### config.mk
export PLATFORM = sky130hd
export DESIGN_NAME = trunk_group_port_selector
export DESIGN_NICKNAME = d
export VERILOG_FILES = /design/src/trunk_pkg.sv /design/src/trunk_stream_if.sv /design/src/trunk_group_port_selector.sv /design/src/trunk_skid_buffer.sv
export SDC_FILE = /design/constraint.sdc
export NUM_CORES = 1
export LEC_CHECK = 0
export BUFFER_PORTS_ARGS = -buffer_cell sky130_fd_sc_hd__buf_2
export CAP_MARGIN = 0
export CORE_UTILIZATION = 50
export DETAILED_ROUTE_END_ITERATION = 10
export PLACE_DENSITY_LB_ADDON = 0.08
export SYNTH_ARGS = -nofsm -noshare
export SYNTH_HDL_FRONTEND = slang
export SYNTH_HIERARCHICAL = 1
export SYNTH_SLANG_ARGS = --single-unit
### constraint.sdc
create_clock -name i_clk -period 19.8 [get_ports i_clk]
set_input_delay 3.96 -clock i_clk [delete_from_list [all_inputs] [get_ports i_clk]]
set_output_delay 3.96 -clock i_clk [all_outputs]
set_load 0.005 [all_outputs]
### src/trunk_pkg.sv
// Purpose: Shared constants and types for the trunk group port selector
// Assumes: Four external ports, two static and two dynamic groups
// Notes: Register byte offsets are word aligned on a 32-bit APB bus
package trunk_pkg;
    localparam int NUM_PORTS = 4;
    localparam int NUM_GROUPS = 2;
    // ==========================================================
    // Register offsets
    localparam logic [7:0] REG_DIST = 8'h00;
    localparam logic [7:0] REG_STATIC0 = 8'h04;
    localparam logic [7:0] REG_STATIC1 = 8'h08;
    localparam logic [7:0] REG_LACP = 8'h0c;
    localparam logic [7:0] REG_PORT0 = 8'h10;
    localparam logic [7:0] REG_PORT3 = 8'h1c;
    localparam logic [7:0] REG_LINK = 8'h20;
    localparam logic [7:0] REG_STATUS0 = 8'h24;
    localparam logic [7:0] REG_STATUS3 = 8'h30;
    localparam logic [7:0] REG_GROUPS = 8'h34;
    // ==========================================================
    // Field positions
    localparam int DIST_NONIP_LSB = 0;
    localparam int DIST_IP_LSB = 4;
    localparam int STATIC_EN_BIT = 4;
    localparam int LACP_EN_BIT = 16;
    localparam int PORT_KEY_LSB = 8;
    localparam int PORT_MODE_BIT = 24;
    localparam int PORT_VLAN_LSB = 12;
    localparam int LINK_SPEED_LSB = 4;
    localparam int LINK_FDX_LSB = 8;
    // ==========================================================
    // Reset values and method counts
    localparam logic [15:0] SYS_PRIO_RST = 16'h8000;
    localparam logic [7:0] PORT_PRIO_RST = 8'h80;
    localparam logic [3:0] ADMIN_KEY_RST = 4'h1;
    localparam logic [2:0] IP_METHODS = 3'h6;
    localparam logic [1:0] NONIP_METHODS = 2'h3;
    // ==========================================================
    // Distribution methods
    typedef enum logic [2:0]
    {
        DIST_SRC_MAC,
        DIST_DST_MAC,
        DIST_BOTH_MAC,
        DIST_SRC_IP,
        DIST_DST_IP,
        DIST_BOTH_IP
    } dist_t;
    // Aggregation status per port
    typedef enum logic [1:0]
    {
        AGG_INDIVIDUAL,
        AGG_STATIC,
        AGG_DYNAMIC
    } agg_status_t;
    typedef struct packed
    {
        logic [47:0] src_mac;
        logic [47:0] dst_mac;
        logic [31:0] src_ip;
        logic [31:0] dst_ip;
        logic is_ip;
        logic [1:0] group;
    } frame_desc_t;
    localparam int DESC_W = $bits(frame_desc_t);
endpackage

### src/trunk_stream_if.sv
// Purpose: Valid/ready carrier between the selector and its skid buffer
// Assumes: Single clock domain
// Notes: Data is one frame descriptor
`timescale 1ns/1ps
interface trunk_stream_if;
    logic valid;
    logic ready;
    trunk_pkg::frame_desc_t data;
    modport src
    (
        output valid,
        output data,
        input ready
    );
    modport snk
    (
        input valid,
        input data,
        output ready
    );
endinterface

### src/trunk_group_port_selector.sv
// Purpose: Trunk grouping, egress member choice and LACP key checks
// Assumes: APB slave, 50 MHz clock, link state sampled from pins
// Notes: Frame descriptors pass a two-entry buffer before selection
//
// The APB register port and the register addresses were left to the implementer.
`timescale 1ns/1ps
// Summary of operation
// Aggregate only the four external ports; two static or two dynamic groups
// Any subset of external ports may form a group
// Members need same VLAN, speed and full duplex to aggregate (code checks speed and VLAN; half-duplex ports get no traffic)
// Lowest-numbered member's settings apply to the whole group
// Failed member links are dropped; traffic uses remaining links
// Egress member chosen by hashing fields of configured method
// Non-IP selector: source MAC, destination MAC, or both
// IP selector: three MAC and three IP choices, set separately
// Per-port membership flag for each static group
// Each static group has an on/off control
// Global enable turns dynamic negotiation on or off
// Configurable system priority value is held
// Per-port priority, default 128; lower value wins precedence (the value is only stored and read back)
// Dynamic aggregation only between ports with equal admin keys
// Per-port mode enable lets a port join a dynamic group
// Operational key and aggregation status readable per port
// Spanning tree sees a group as one link; redundant group blocked
// Member index is hash modulo count of active members
// Port in at most one group; groups hold two to four ports
module trunk_group_port_selector
(
    // Clock and reset
    input wire logic i_clk,
    input wire logic i_rst,
    // APB slave
    input wire logic i_psel,
    input wire logic i_penable,
    input wire logic i_pwrite,
    input wire logic [7:0] i_paddr,
    input wire logic [31:0] i_pwdata,
    output logic [31:0] o_prdata,
    output logic o_pready,
    output logic o_pslverr,
    // Link pins: up, speed (1 = 1000), full duplex
    input wire logic [3:0] i_link_up,
    input wire logic [3:0] i_link_fast,
    input wire logic [3:0] i_link_fdx,
    // Frame descriptor in
    input wire logic i_frm_valid,
    input wire trunk_pkg::frame_desc_t i_frm_desc,
    output logic o_frm_ready,
    // Egress decision out
    output logic o_egr_valid,
    output logic [3:0] o_egr_port_mask,
    input wire logic i_egr_ready,
    // Group view for spanning tree and port config
    output logic [3:0] o_stp_block,
    output logic [3:0] o_cfg_master
);
    localparam int NP = trunk_pkg::NUM_PORTS;

    typedef struct packed
    {
        logic [2:0] nonip_dist;
        logic [2:0] ip_dist;
        logic [1:0][3:0] st_member;
        logic [1:0] st_enable;
        logic lacp_en;
        logic [15:0] sys_prio;
        logic [3:0][7:0] port_prio;
        logic [3:0][3:0] admin_key;
        logic [3:0][3:0] port_vlan;
        logic [3:0] dyn_mode;
        logic [2:0][11:0] link_sync;
        logic [11:0] link;
        logic [31:0] prdata;
        logic pready;
        logic pslverr;
        logic egr_valid;
        logic [3:0] egr_mask;
        logic [3:0] stp_block;
        logic [3:0] cfg_master;
    } state_t;
    state_t st;
    state_t next_st;
    trunk_stream_if buf_in();
    trunk_stream_if buf_out();
    logic [1:0][3:0] grp_mask;
    logic [3:0] grp_valid;
    logic [3:0] port_ok;
    logic [31:0] hash;
    logic [3:0] active;
    logic [2:0] n_active;
    logic [1:0] pick;
    logic wr_en;
    logic rd_en;
    logic egr_free;
    // ==========================================================
    // Functions
    function automatic logic [31:0] fold48(input logic [47:0] v);
        fold48 = v[31:0] ^ {16'h0000, v[47:32]};
    endfunction
    function automatic logic [2:0] popcnt4(input logic [3:0] m);
        popcnt4 = 3'({2'h0, m[0]} + {2'h0, m[1]} + {2'h0, m[2]} + {2'h0, m[3]});
    endfunction
    function automatic logic [3:0] lowest(input logic [3:0] m);
        lowest = m & (~m + 4'h1);
    endfunction
    function automatic logic [1:0] first_idx(input logic [3:0] m);
        first_idx = m[0] ? 2'h0 : m[1] ? 2'h1 : m[2] ? 2'h2 : 2'h3;
    endfunction
    function automatic logic [3:0] nth_set(input logic [3:0] a, input logic [1:0] k);
        logic [3:0] r;
        r = a;
        for (int i = 0; i < 3; i++)
        begin
            r = (2'(i) < k) ? (r & ~lowest(r)) : r;
        end
        nth_set = lowest(r);
    endfunction
    // ==========================================================
    // Input buffer
    assign buf_in.valid = i_frm_valid;
    assign buf_in.data = i_frm_desc;
    assign o_frm_ready = buf_in.ready;
    trunk_skid_buffer u_buf
    (
        .i_clk(i_clk),
        .i_rst(i_rst),
        .in_s(buf_in.snk),
        .out_s(buf_out.src)
    );
    // ==========================================================
    // Group formation
    always_comb
    begin
        logic [1:0] mi;
        mi = 2'h0;
        for (int p = 0; p < NP; p++)
        begin
            port_ok[p] = st.link[p] && st.link[8 + p];
        end
        grp_mask = '0;
        // Static groups: enabled and no overlap with group 0
        for (int g = 0; g < 2; g++)
        begin
            if (st.st_enable[g] && !st.lacp_en)
            begin
                grp_mask[g] = st.st_member[g];
            end
        end
        grp_mask[1] = grp_mask[1] & ~grp_mask[0];
        // Dynamic: group by admin key of lowest enabled port
        if (st.lacp_en)
        begin
            for (int p = 0; p < NP; p++)
            begin
                if (st.dyn_mode[p])
                begin
                    if (grp_mask[0] == 4'h0 ||
                        st.admin_key[p] == st.admin_key[first_idx(grp_mask[0])])
                    begin
                        grp_mask[0][p] = 1'b1;
                    end
                    else if (grp_mask[1] == 4'h0 ||
                        st.admin_key[p] == st.admin_key[first_idx(grp_mask[1])])
                    begin
                        grp_mask[1][p] = 1'b1;
                    end
                end
            end
        end
        for (int g = 0; g < 2; g++)
        begin
            // Same speed and VLAN required against master
            mi = first_idx(grp_mask[g]);
            for (int p = 0; p < NP; p++)
            begin
                if (grp_mask[g][p] && (st.link[4 + p] != st.link[4 + mi] ||
                    st.port_vlan[p] != st.port_vlan[mi]))
                begin
                    grp_mask[g][p] = 1'b0;
                end
            end
            if (popcnt4(grp_mask[g]) < 3'h2)
            begin
                grp_mask[g] = 4'h0;
            end
        end
        grp_valid = {2'h0, grp_mask[1] != 4'h0, grp_mask[0] != 4'h0};
    end
    // ==========================================================
    // Hash and member choice
    always_comb
    begin
        trunk_pkg::frame_desc_t d;
        d = buf_out.data;
        case (d.is_ip ? st.ip_dist : st.nonip_dist)
            3'h0: hash = fold48(d.src_mac);
            3'h1: hash = fold48(d.dst_mac);
            3'h2: hash = fold48(d.src_mac) ^ fold48(d.dst_mac);
            3'h3: hash = d.src_ip;
            3'h4: hash = d.dst_ip;
            3'h5: hash = d.src_ip ^ d.dst_ip;
            default: hash = fold48(d.src_mac);
        endcase
        active = (d.group[1] ? 4'h0 : grp_mask[d.group[0]]) & port_ok;
        n_active = popcnt4(active);
        pick = (n_active == 3'h0) ? 2'h0 : 2'(hash[7:0] % {5'h00, n_active});
    end
    assign egr_free = !st.egr_valid || i_egr_ready;
    assign buf_out.ready = egr_free;
    assign wr_en = i_psel && i_penable && i_pwrite && st.pready;
    assign rd_en = i_psel && i_penable && !i_pwrite && !st.pready;
    // ==========================================================
    // Next state
    always_comb
    begin
        next_st = st;
        next_st.link_sync[0] = {i_link_fdx, i_link_fast, i_link_up};
        next_st.link_sync[1] = st.link_sync[0];
        next_st.link_sync[2] = st.link_sync[1];
        if (st.link_sync[1] == st.link_sync[2])
        begin
            next_st.link = st.link_sync[2];
        end
        // Egress output
        if (egr_free)
        begin
            next_st.egr_valid = buf_out.valid;
            next_st.egr_mask = (buf_out.data.group[1] || active == 4'h0) ?
                4'h0 : nth_set(active, pick);
        end
        // Master and spanning tree view
        next_st.cfg_master = lowest(grp_mask[0]) | lowest(grp_mask[1]);
        next_st.stp_block = (grp_valid[0] && grp_valid[1]) ? grp_mask[1] : 4'h0;
        // APB
        next_st.pready = i_psel && i_penable && !st.pready;
        next_st.pslverr = i_psel && i_penable && i_pwrite && !st.pready &&
            (i_paddr > trunk_pkg::REG_GROUPS);
        if (wr_en)
        begin
            case (i_paddr)
                trunk_pkg::REG_DIST:
                begin
                    if (i_pwdata[2:0] < 3'(trunk_pkg::NONIP_METHODS))
                    begin
                        next_st.nonip_dist = i_pwdata[2:0];
                    end
                    if (i_pwdata[6:4] < trunk_pkg::IP_METHODS)
                    begin
                        next_st.ip_dist = i_pwdata[6:4];
                    end
                end
                trunk_pkg::REG_STATIC0, trunk_pkg::REG_STATIC1:
                begin
                    next_st.st_member[i_paddr[3]] = i_pwdata[3:0];
                    next_st.st_enable[i_paddr[3]] = i_pwdata[trunk_pkg::STATIC_EN_BIT];
                end
                trunk_pkg::REG_LACP:
                begin
                    next_st.sys_prio = i_pwdata[15:0];
                    next_st.lacp_en = i_pwdata[trunk_pkg::LACP_EN_BIT];
                end
                8'h10, 8'h14, 8'h18, trunk_pkg::REG_PORT3:
                begin
                    next_st.port_prio[i_paddr[3:2]] = i_pwdata[7:0];
                    next_st.admin_key[i_paddr[3:2]] = i_pwdata[11:8];
                    next_st.port_vlan[i_paddr[3:2]] = i_pwdata[15:12];
                    next_st.dyn_mode[i_paddr[3:2]] = i_pwdata[trunk_pkg::PORT_MODE_BIT];
                end
                default: next_st.pslverr = 1'b0;
            endcase
        end
        if (rd_en)
        begin
            next_st.prdata = 32'h00000000;
            case (i_paddr)
                trunk_pkg::REG_DIST: next_st.prdata = {25'h0, st.ip_dist, 1'b0, st.nonip_dist};
                trunk_pkg::REG_STATIC0: next_st.prdata = {27'h0, st.st_enable[0], st.st_member[0]};
                trunk_pkg::REG_STATIC1: next_st.prdata = {27'h0, st.st_enable[1], st.st_member[1]};
                trunk_pkg::REG_LACP: next_st.prdata = {15'h0, st.lacp_en, st.sys_prio};
                trunk_pkg::REG_LINK: next_st.prdata = {20'h0, st.link};
                trunk_pkg::REG_GROUPS: next_st.prdata = {24'h0, grp_mask[1], grp_mask[0]};
                default:
                begin
                    if (i_paddr >= trunk_pkg::REG_PORT0 && i_paddr <= trunk_pkg::REG_PORT3)
                    begin
                        next_st.prdata = {7'h0, st.dyn_mode[i_paddr[3:2]], 8'h0,
                            st.port_vlan[i_paddr[3:2]], st.admin_key[i_paddr[3:2]],
                            st.port_prio[i_paddr[3:2]]};
                    end
                    else if (i_paddr >= trunk_pkg::REG_STATUS0 &&
                        i_paddr <= trunk_pkg::REG_STATUS3)
                    begin
                        // Operational key and status
                        next_st.prdata = {26'h0,
                            (grp_mask[0][2'(i_paddr[5:2] - 4'h9)] ||
                             grp_mask[1][2'(i_paddr[5:2] - 4'h9)]) ?
                            (st.lacp_en ? 2'(trunk_pkg::AGG_DYNAMIC) :
                                2'(trunk_pkg::AGG_STATIC)) :
                            2'(trunk_pkg::AGG_INDIVIDUAL),
                            st.admin_key[2'(i_paddr[5:2] - 4'h9)]};
                    end
                    else
                    begin
                        next_st.pslverr = 1'b1;
                    end
                end
            endcase
        end
    end
    // ==========================================================
    // State register
    always_ff @(posedge i_clk or posedge i_rst)
    begin
        if (i_rst)
        begin
            st <= '0;
            st.sys_prio <= trunk_pkg::SYS_PRIO_RST;
            st.port_prio <= {4{trunk_pkg::PORT_PRIO_RST}};
            st.admin_key <= {4{trunk_pkg::ADMIN_KEY_RST}};
        end
        else
        begin
            st <= next_st;
        end
    end
    assign o_prdata = st.prdata;
    assign o_pready = st.pready;
    assign o_pslverr = st.pslverr;
    assign o_egr_valid = st.egr_valid;
    assign o_egr_port_mask = st.egr_mask;
    assign o_stp_block = st.stp_block;
    assign o_cfg_master = st.cfg_master;
endmodule

### src/trunk_skid_buffer.sv
// Purpose: Two-entry buffer in the descriptor path
// Assumes: Source holds data while valid and not ready
// Notes: Read data come out of registers
`timescale 1ns/1ps
module trunk_skid_buffer
(
    // Clock and reset
    input wire logic i_clk,
    input wire logic i_rst,
    // Streams
    trunk_stream_if.snk in_s,
    trunk_stream_if.src out_s
);
    typedef struct packed
    {
        trunk_pkg::frame_desc_t [1:0] mem;
        logic [1:0] count;
        logic rd;
        logic rdy;
    } buf_state_t;
    buf_state_t st;
    buf_state_t next_st;
    logic push;
    logic pop;
    // ==========================================================
    // Next state
    always_comb
    begin
        next_st = st;
        push = in_s.valid && st.rdy;
        pop = out_s.ready && (st.count != 2'h0);
        if (push)
        begin
            next_st.mem[st.rd ^ st.count[0]] = in_s.data;
        end
        if (pop)
        begin
            next_st.rd = ~st.rd;
        end
        next_st.count = 2'(st.count + {1'b0, push} - {1'b0, pop});
        next_st.rdy = (next_st.count != 2'h2);
    end
    always_ff @(posedge i_clk or posedge i_rst)
    begin
        if (i_rst)
        begin
            st <= '0;
        end
        else
        begin
            st <= next_st;
        end
    end
    assign in_s.ready = st.rdy;
    assign out_s.valid = (st.count != 2'h0);
    assign out_s.data = st.mem[st.rd];
endmodule

## Word level (Yosys, flattened, before mapping)

Cells that the tools add are included.

| word-level totals | value |
|---|---|
| input port bits | 222 |
| logic and storage cells | 388 |
| bits in registers | 526 |
| output and inout bits | 48 |

| operators by class | value |
|---|---|
| bitwise logic cells | 28 |
| order comparisons | 33 |
| reduce and logical (&&, ||, !) cells | 76 |
| muxes and demuxes | 144 |
| equal/unequal tests | 40 |
| $add $sub $neg | 20 |
| divide/modulo/power cells | 1 |

Operators by type and width:

| operator | count |
|---|---|
| $bwmux 326 | 1 |
| $mux 155 | 2 |
| $demux 163 s1 | 1 |
| $mux 163 | 1 |
| $pmux 25 s6 | 1 |
| $mux 4 | 27 |
| $bmux 4 s2 | 13 |
| $mux 1 | 53 |
| $and 4x4->4 | 11 |
| $mux 2 | 21 |
| $not 4->4 | 10 |
| $pmux 8 s5 | 1 |
| $logic_not 4->1 | 9 |
| $lt 2x3->1 const B | 12 |
| $bwmux 16 | 2 |
| $bwmux 32 | 1 |
| $eq 4x4->1 | 8 |
| $eq 8x5->1 const B | 4 |
| $ne 4x4->1 | 8 |
| $xor 8x8->8 | 4 |
| $logic_and 1x1->1 | 30 |
| $mux 25 | 1 |
| $add 4x1->4 const B | 6 |
| $mux 8 | 3 |
| 58 further kinds | 112 |

## Depth between registers and ports, before layout

| depth | value |
|---|---|
| depth in word-level cells | 88 |
| mapped depth | 88 |
| depth with buffers taken out | 84 |

## Hierarchy

The synthesis kept the hierarchy.

By module, submodules not included:

| module | area each (um2) | cells an instance | sequential area each (um2) | times used |
|---|---|---|---|---|
| trunk_skid_buffer | 14153.6 | 886 | 8257.9 | 1 |
| trunk_group_port_selector | 14088.5 | 1563 | 4565.6 | 1 |

## Least setup slack after synthesis

Ideal clock, no wire load.

| timing path | value |
|---|---|
| path type | reg2reg |
| start point | register st[127] (netlist name) |
| end point | register st, in the netlist o_egr_port_mask[3] |
| data arrival time | 18290 ps |
| required time | 19705 ps |
| slack | 1415 ps |
| library setup time | 95 ps |
| cell stages (with the launch flop) | 82 |
| period minus slack after synthesis | 18385 ps |
| buffers on the path | 1 |
| path through | dfstp_2 > clkbuf_1 > xor2_1 > nor2_1 > a32o_1 > o21a_1 > a21oi_1 > o22ai_1 > a211o_1 > or4_4 > nor4_4 > o21ai_1 > mux2i_1 > mux2_2 > a21bo_2 > o41a_1 > nor2_1 > nand4_1 > [... 46 more ...] > nor2_1 > inv_1 > a21oi_1 > o21ai_0 > a2111oi_0 > nor3_1 > or2_2 > ha_1 > nand2_1 > nand2_1 > a211oi_1 > o311a_1 > mux2i_2 > nand2_1 > nor3b_1 > or3_1 > a221o_1 > o31ai_1 |

RTL lines:

| item | RTL line | RTL |
|---|---|---|
| end signal, assigned | trunk_group_port_selector.sv:323 | `st <= next_st;` |
| end, declared | trunk_group_port_selector.sv:81 | `state_t st;` |

==> impl_results.rst <==
.. list-table::
   :header-rows: 1

   * - Metric
     - Value
   * - HP Start
     - next_st[76]
   * - Worst reg2reg startpoint
     - st[180]
   * - Final setup slack of the worst path
     - between 0.8 and 0.9 ns
   * - Post-layout utilization of the core
     - 0.597
   * - Leakage Power
     - ~9.7 nW
   * - DRC violation count after routing
     - 0
   * - Share of final-layout standard cells stronger than drive strength 1
     - 0.352
   * - Total count of max-transition violations in the final report
     - 0
   * - Relative slew slack
     - 0.149
   * - Initial Util
     - 0.510
   * - Post-layout net count
     - 2,325
   * - Slew at the pin closest to its max-slew limit
     - roughly 1.3 ns
   * - Largest net degree at the start of global routing
     - 124
   * - Count of port buffers added during placement
     - 129
   * - Cell type with the highest occurrence count on the critical path
     - sky130_fd_sc_hd__ha_1
   * - Peak supply drop
     - 0.000596 V
   * - Buffer type at the clock tree root
     - sky130_fd_sc_hd__clkbuf_16
   * - Pre-CTS setup slack
     - -0.112 ns
   * - Via density per instance
     - 6.28
   * - Aggregate global routing overflow
     - 0
   * - Netlist area before placement
     - 18,800 µm²
   * - Clock tree buffer depth
     - 3
   * - Time the worst path needs with I/O delays and setup
     - 18.92 ns
   * - Clock tree from TritonCTS
     - done
   * - Wire length of the first global-routing pass
     - 91,600 µm
   * - Top Ports
     - between 200 and 300
   * - Floorplan die area
     - 38,300 µm²
   * - TritonRoute pass-1 iters
     - 7
   * - Worst setup path start
     - st[180]
   * - Final critical-path share of the clock period
     - 0.956
   * - Y dimension of the die
     - between 150 and 200 µm
   * - Number of buffers and inverters on the critical path
     - 11
   * - Dominant delay contributor by cell family on the critical path
     - simple AND/OR/NAND/NOR gates
   * - Final Routed Wirelength
     - between 50,000 and 60,000 µm
   * - Antenna violations before repair
     - 4
   * - Worst setup path class
     - register to register
   * - Highest net fanout along the worst path
     - 6
   * - Last weighted congestion value of the routability-driven placer
     - 1.02
   * - Max Cap Violations
     - 0
   * - Crit path required time
     - 20.27 ns
   * - Startpoint type of the worst setup path
     - register
   * - Number of warnings printed during yosys synthesis
     - 6
   * - Achievable frequency
     - roughly 0.053 GHz
   * - Violation count after the first detailed-routing iteration
     - approximately 1.7k
   * - Number of buffers added by the clock tree synthesis step
     - 30
   * - Clock latency on the worst-skew pair
     - 0.57 ns
   * - Via count of the first global-routing pass
     - between 15k and 20k
   * - Mean instance size in the synthesized netlist
     - 10.0 µm²
   * - Floorplan Core Area
     - ~37,000 µm²
   * - Nature of the critical path endpoint
     - register
   * - Site row count
     - 70
   * - Post-route ant nets
     - 0
   * - Clock slew at the register clock pins of the worst setup and hold paths
     - 0.06 ns
   * - Largest clock skew in the final design
     - 0.0185 ns
   * - Power per cell area
     - roughly 260 nW/µm²
   * - Total number of vias
     - around 16k
   * - Die span in x
     - 196 µm
   * - Final Hold Viols
     - 0
   * - Hold WC Path Type
     - register to register
   * - Deepest level of the CTS H-tree
     - 1
   * - Crit path max-delay cell type
     - sky130_fd_sc_hd__or4b_2
   * - Number of sinks on the clock net
     - approximately 290
   * - Synth-to-Final Area Change
     - 17.0%
   * - Cell count after synthesis
     - 1,877
   * - GRT Util Overall
     - 0.310
   * - Routed wire per std cell
     - 23.2 µm
   * - Maximum cell stage delay along the critical path
     - around 0.7 ns
   * - Outcome
     - finished clean
   * - Data arrival, critical path
     - 19.39 ns
   * - Overall power after layout
     - roughly 5.7 mW
   * - Half-perimeter wire length of the detailed placement result
     - approximately 44,000 µm
   * - Final number of setup-violating endpoints
     - 0
registers in the layout, indices dropped and copies added (netlist names):
| name | flops |
|---|---|
| next_st | 24 |
| o_cfg_master | 4 |
| o_egr_port_mask | 4 |
| o_egr_valid | 1 |
| o_prdata | 18 |
| o_pready | 1 |
| o_pslverr | 1 |
| o_stp_block | 4 |
| st | 125 |
| u_buf/in_s.ready | 1 |
| u_buf/st | 105 |
final cells by class:
type | instances | area (µm²)
flip-flops and latches | 288 | 7230
repair buffers | 319 | 2080
well taps | 468 | 586
clock inverters | 11 | 195
inverters | 71 | 277
multi-input cells | 1355 | 10700
diodes | 4 | 10.0
fillers | 3164 | 14800
clock buffers | 44 | 913
timing repair:
item / in CTS / in global routing
endpoints found under the setup margin: 1 / 4
resized for setup: 7 / 57
gates cloned: 0 / 0
pin swaps: 2 / 22
hold buffers: 0 / 0
buffers inserted: 1 / 18
path summary, 6_finish.rpt:
check	end	slack, ns	cells after the start
setup / recovery	o_egr_port_mask[3]	0.88	83
hold / removal	next_st[88]	0.35	0
setup reg to reg	o_egr_port_mask[3]	0.88	83
hold reg to reg	next_st[88]	0.35	0
max in group asynchronous	st[182]	14.81	3
min in group asynchronous	u_buf/st[314]	3.46	2
power breakdown:
| group | total [mW] | switching [mW] | internal (mW) |
|---|---|---|---|
| clock | 0.617 | 0.234 | 0.383 |
| sequential | 0.783 | 0.0698 | 0.713 |
| combinational | 4.28 | 2.14 | 2.14 |
placed cells by master, fill, tap and decap left out, types with 17 or more instances in the layout:
cell type,n
sky130_fd_sc_hd__o22ai_1,21
sky130_fd_sc_hd__buf_4,188
sky130_fd_sc_hd__xnor2_1,32
sky130_fd_sc_hd__nor2_1,118
sky130_fd_sc_hd__mux2_2,240
sky130_fd_sc_hd__o21ai_0,60
sky130_fd_sc_hd__nor3_1,36
sky130_fd_sc_hd__inv_1,68
sky130_fd_sc_hd__mux2_1,24
sky130_fd_sc_hd__a31oi_1,24
sky130_fd_sc_hd__o211ai_1,20
sky130_fd_sc_hd__nand4_1,19
sky130_fd_sc_hd__and2_1,19
sky130_fd_sc_hd__buf_2,130
sky130_fd_sc_hd__a22oi_1,17
sky130_fd_sc_hd__o31ai_1,20
sky130_fd_sc_hd__dfrtp_1,270
sky130_fd_sc_hd__a21oi_1,64
sky130_fd_sc_hd__mux4_2,21
sky130_fd_sc_hd__nand2_1,139
sky130_fd_sc_hd__nand3_1,41
sky130_fd_sc_hd__xor2_1,35
sky130_fd_sc_hd__clkbuf_16,30
sky130_fd_sc_hd__ha_1,34
metrics by stage:
step	cell area [µm²]	hold WS, ns	TNS, ns	cells
after floorplan	18800	0.331	0	1890
after global placement	20500	0.336	0	2482
after detailed placement	20500	0.335	-0.112	2482
after CTS	21600	0.349	0	2538
after global routing	22000	0.350	-0.0930	2559
final	22000	0.348	0	2560
metal layers:
metal  share of wire  up-vias  GRT usage
met5               0        -          0
met4           0.027        0     0.0767
met3           0.073      110     0.0383
met2            0.44      678      0.474
met1            0.46     8037      0.467
li1                -     7253          -
(Power assumes the default switching activity.)
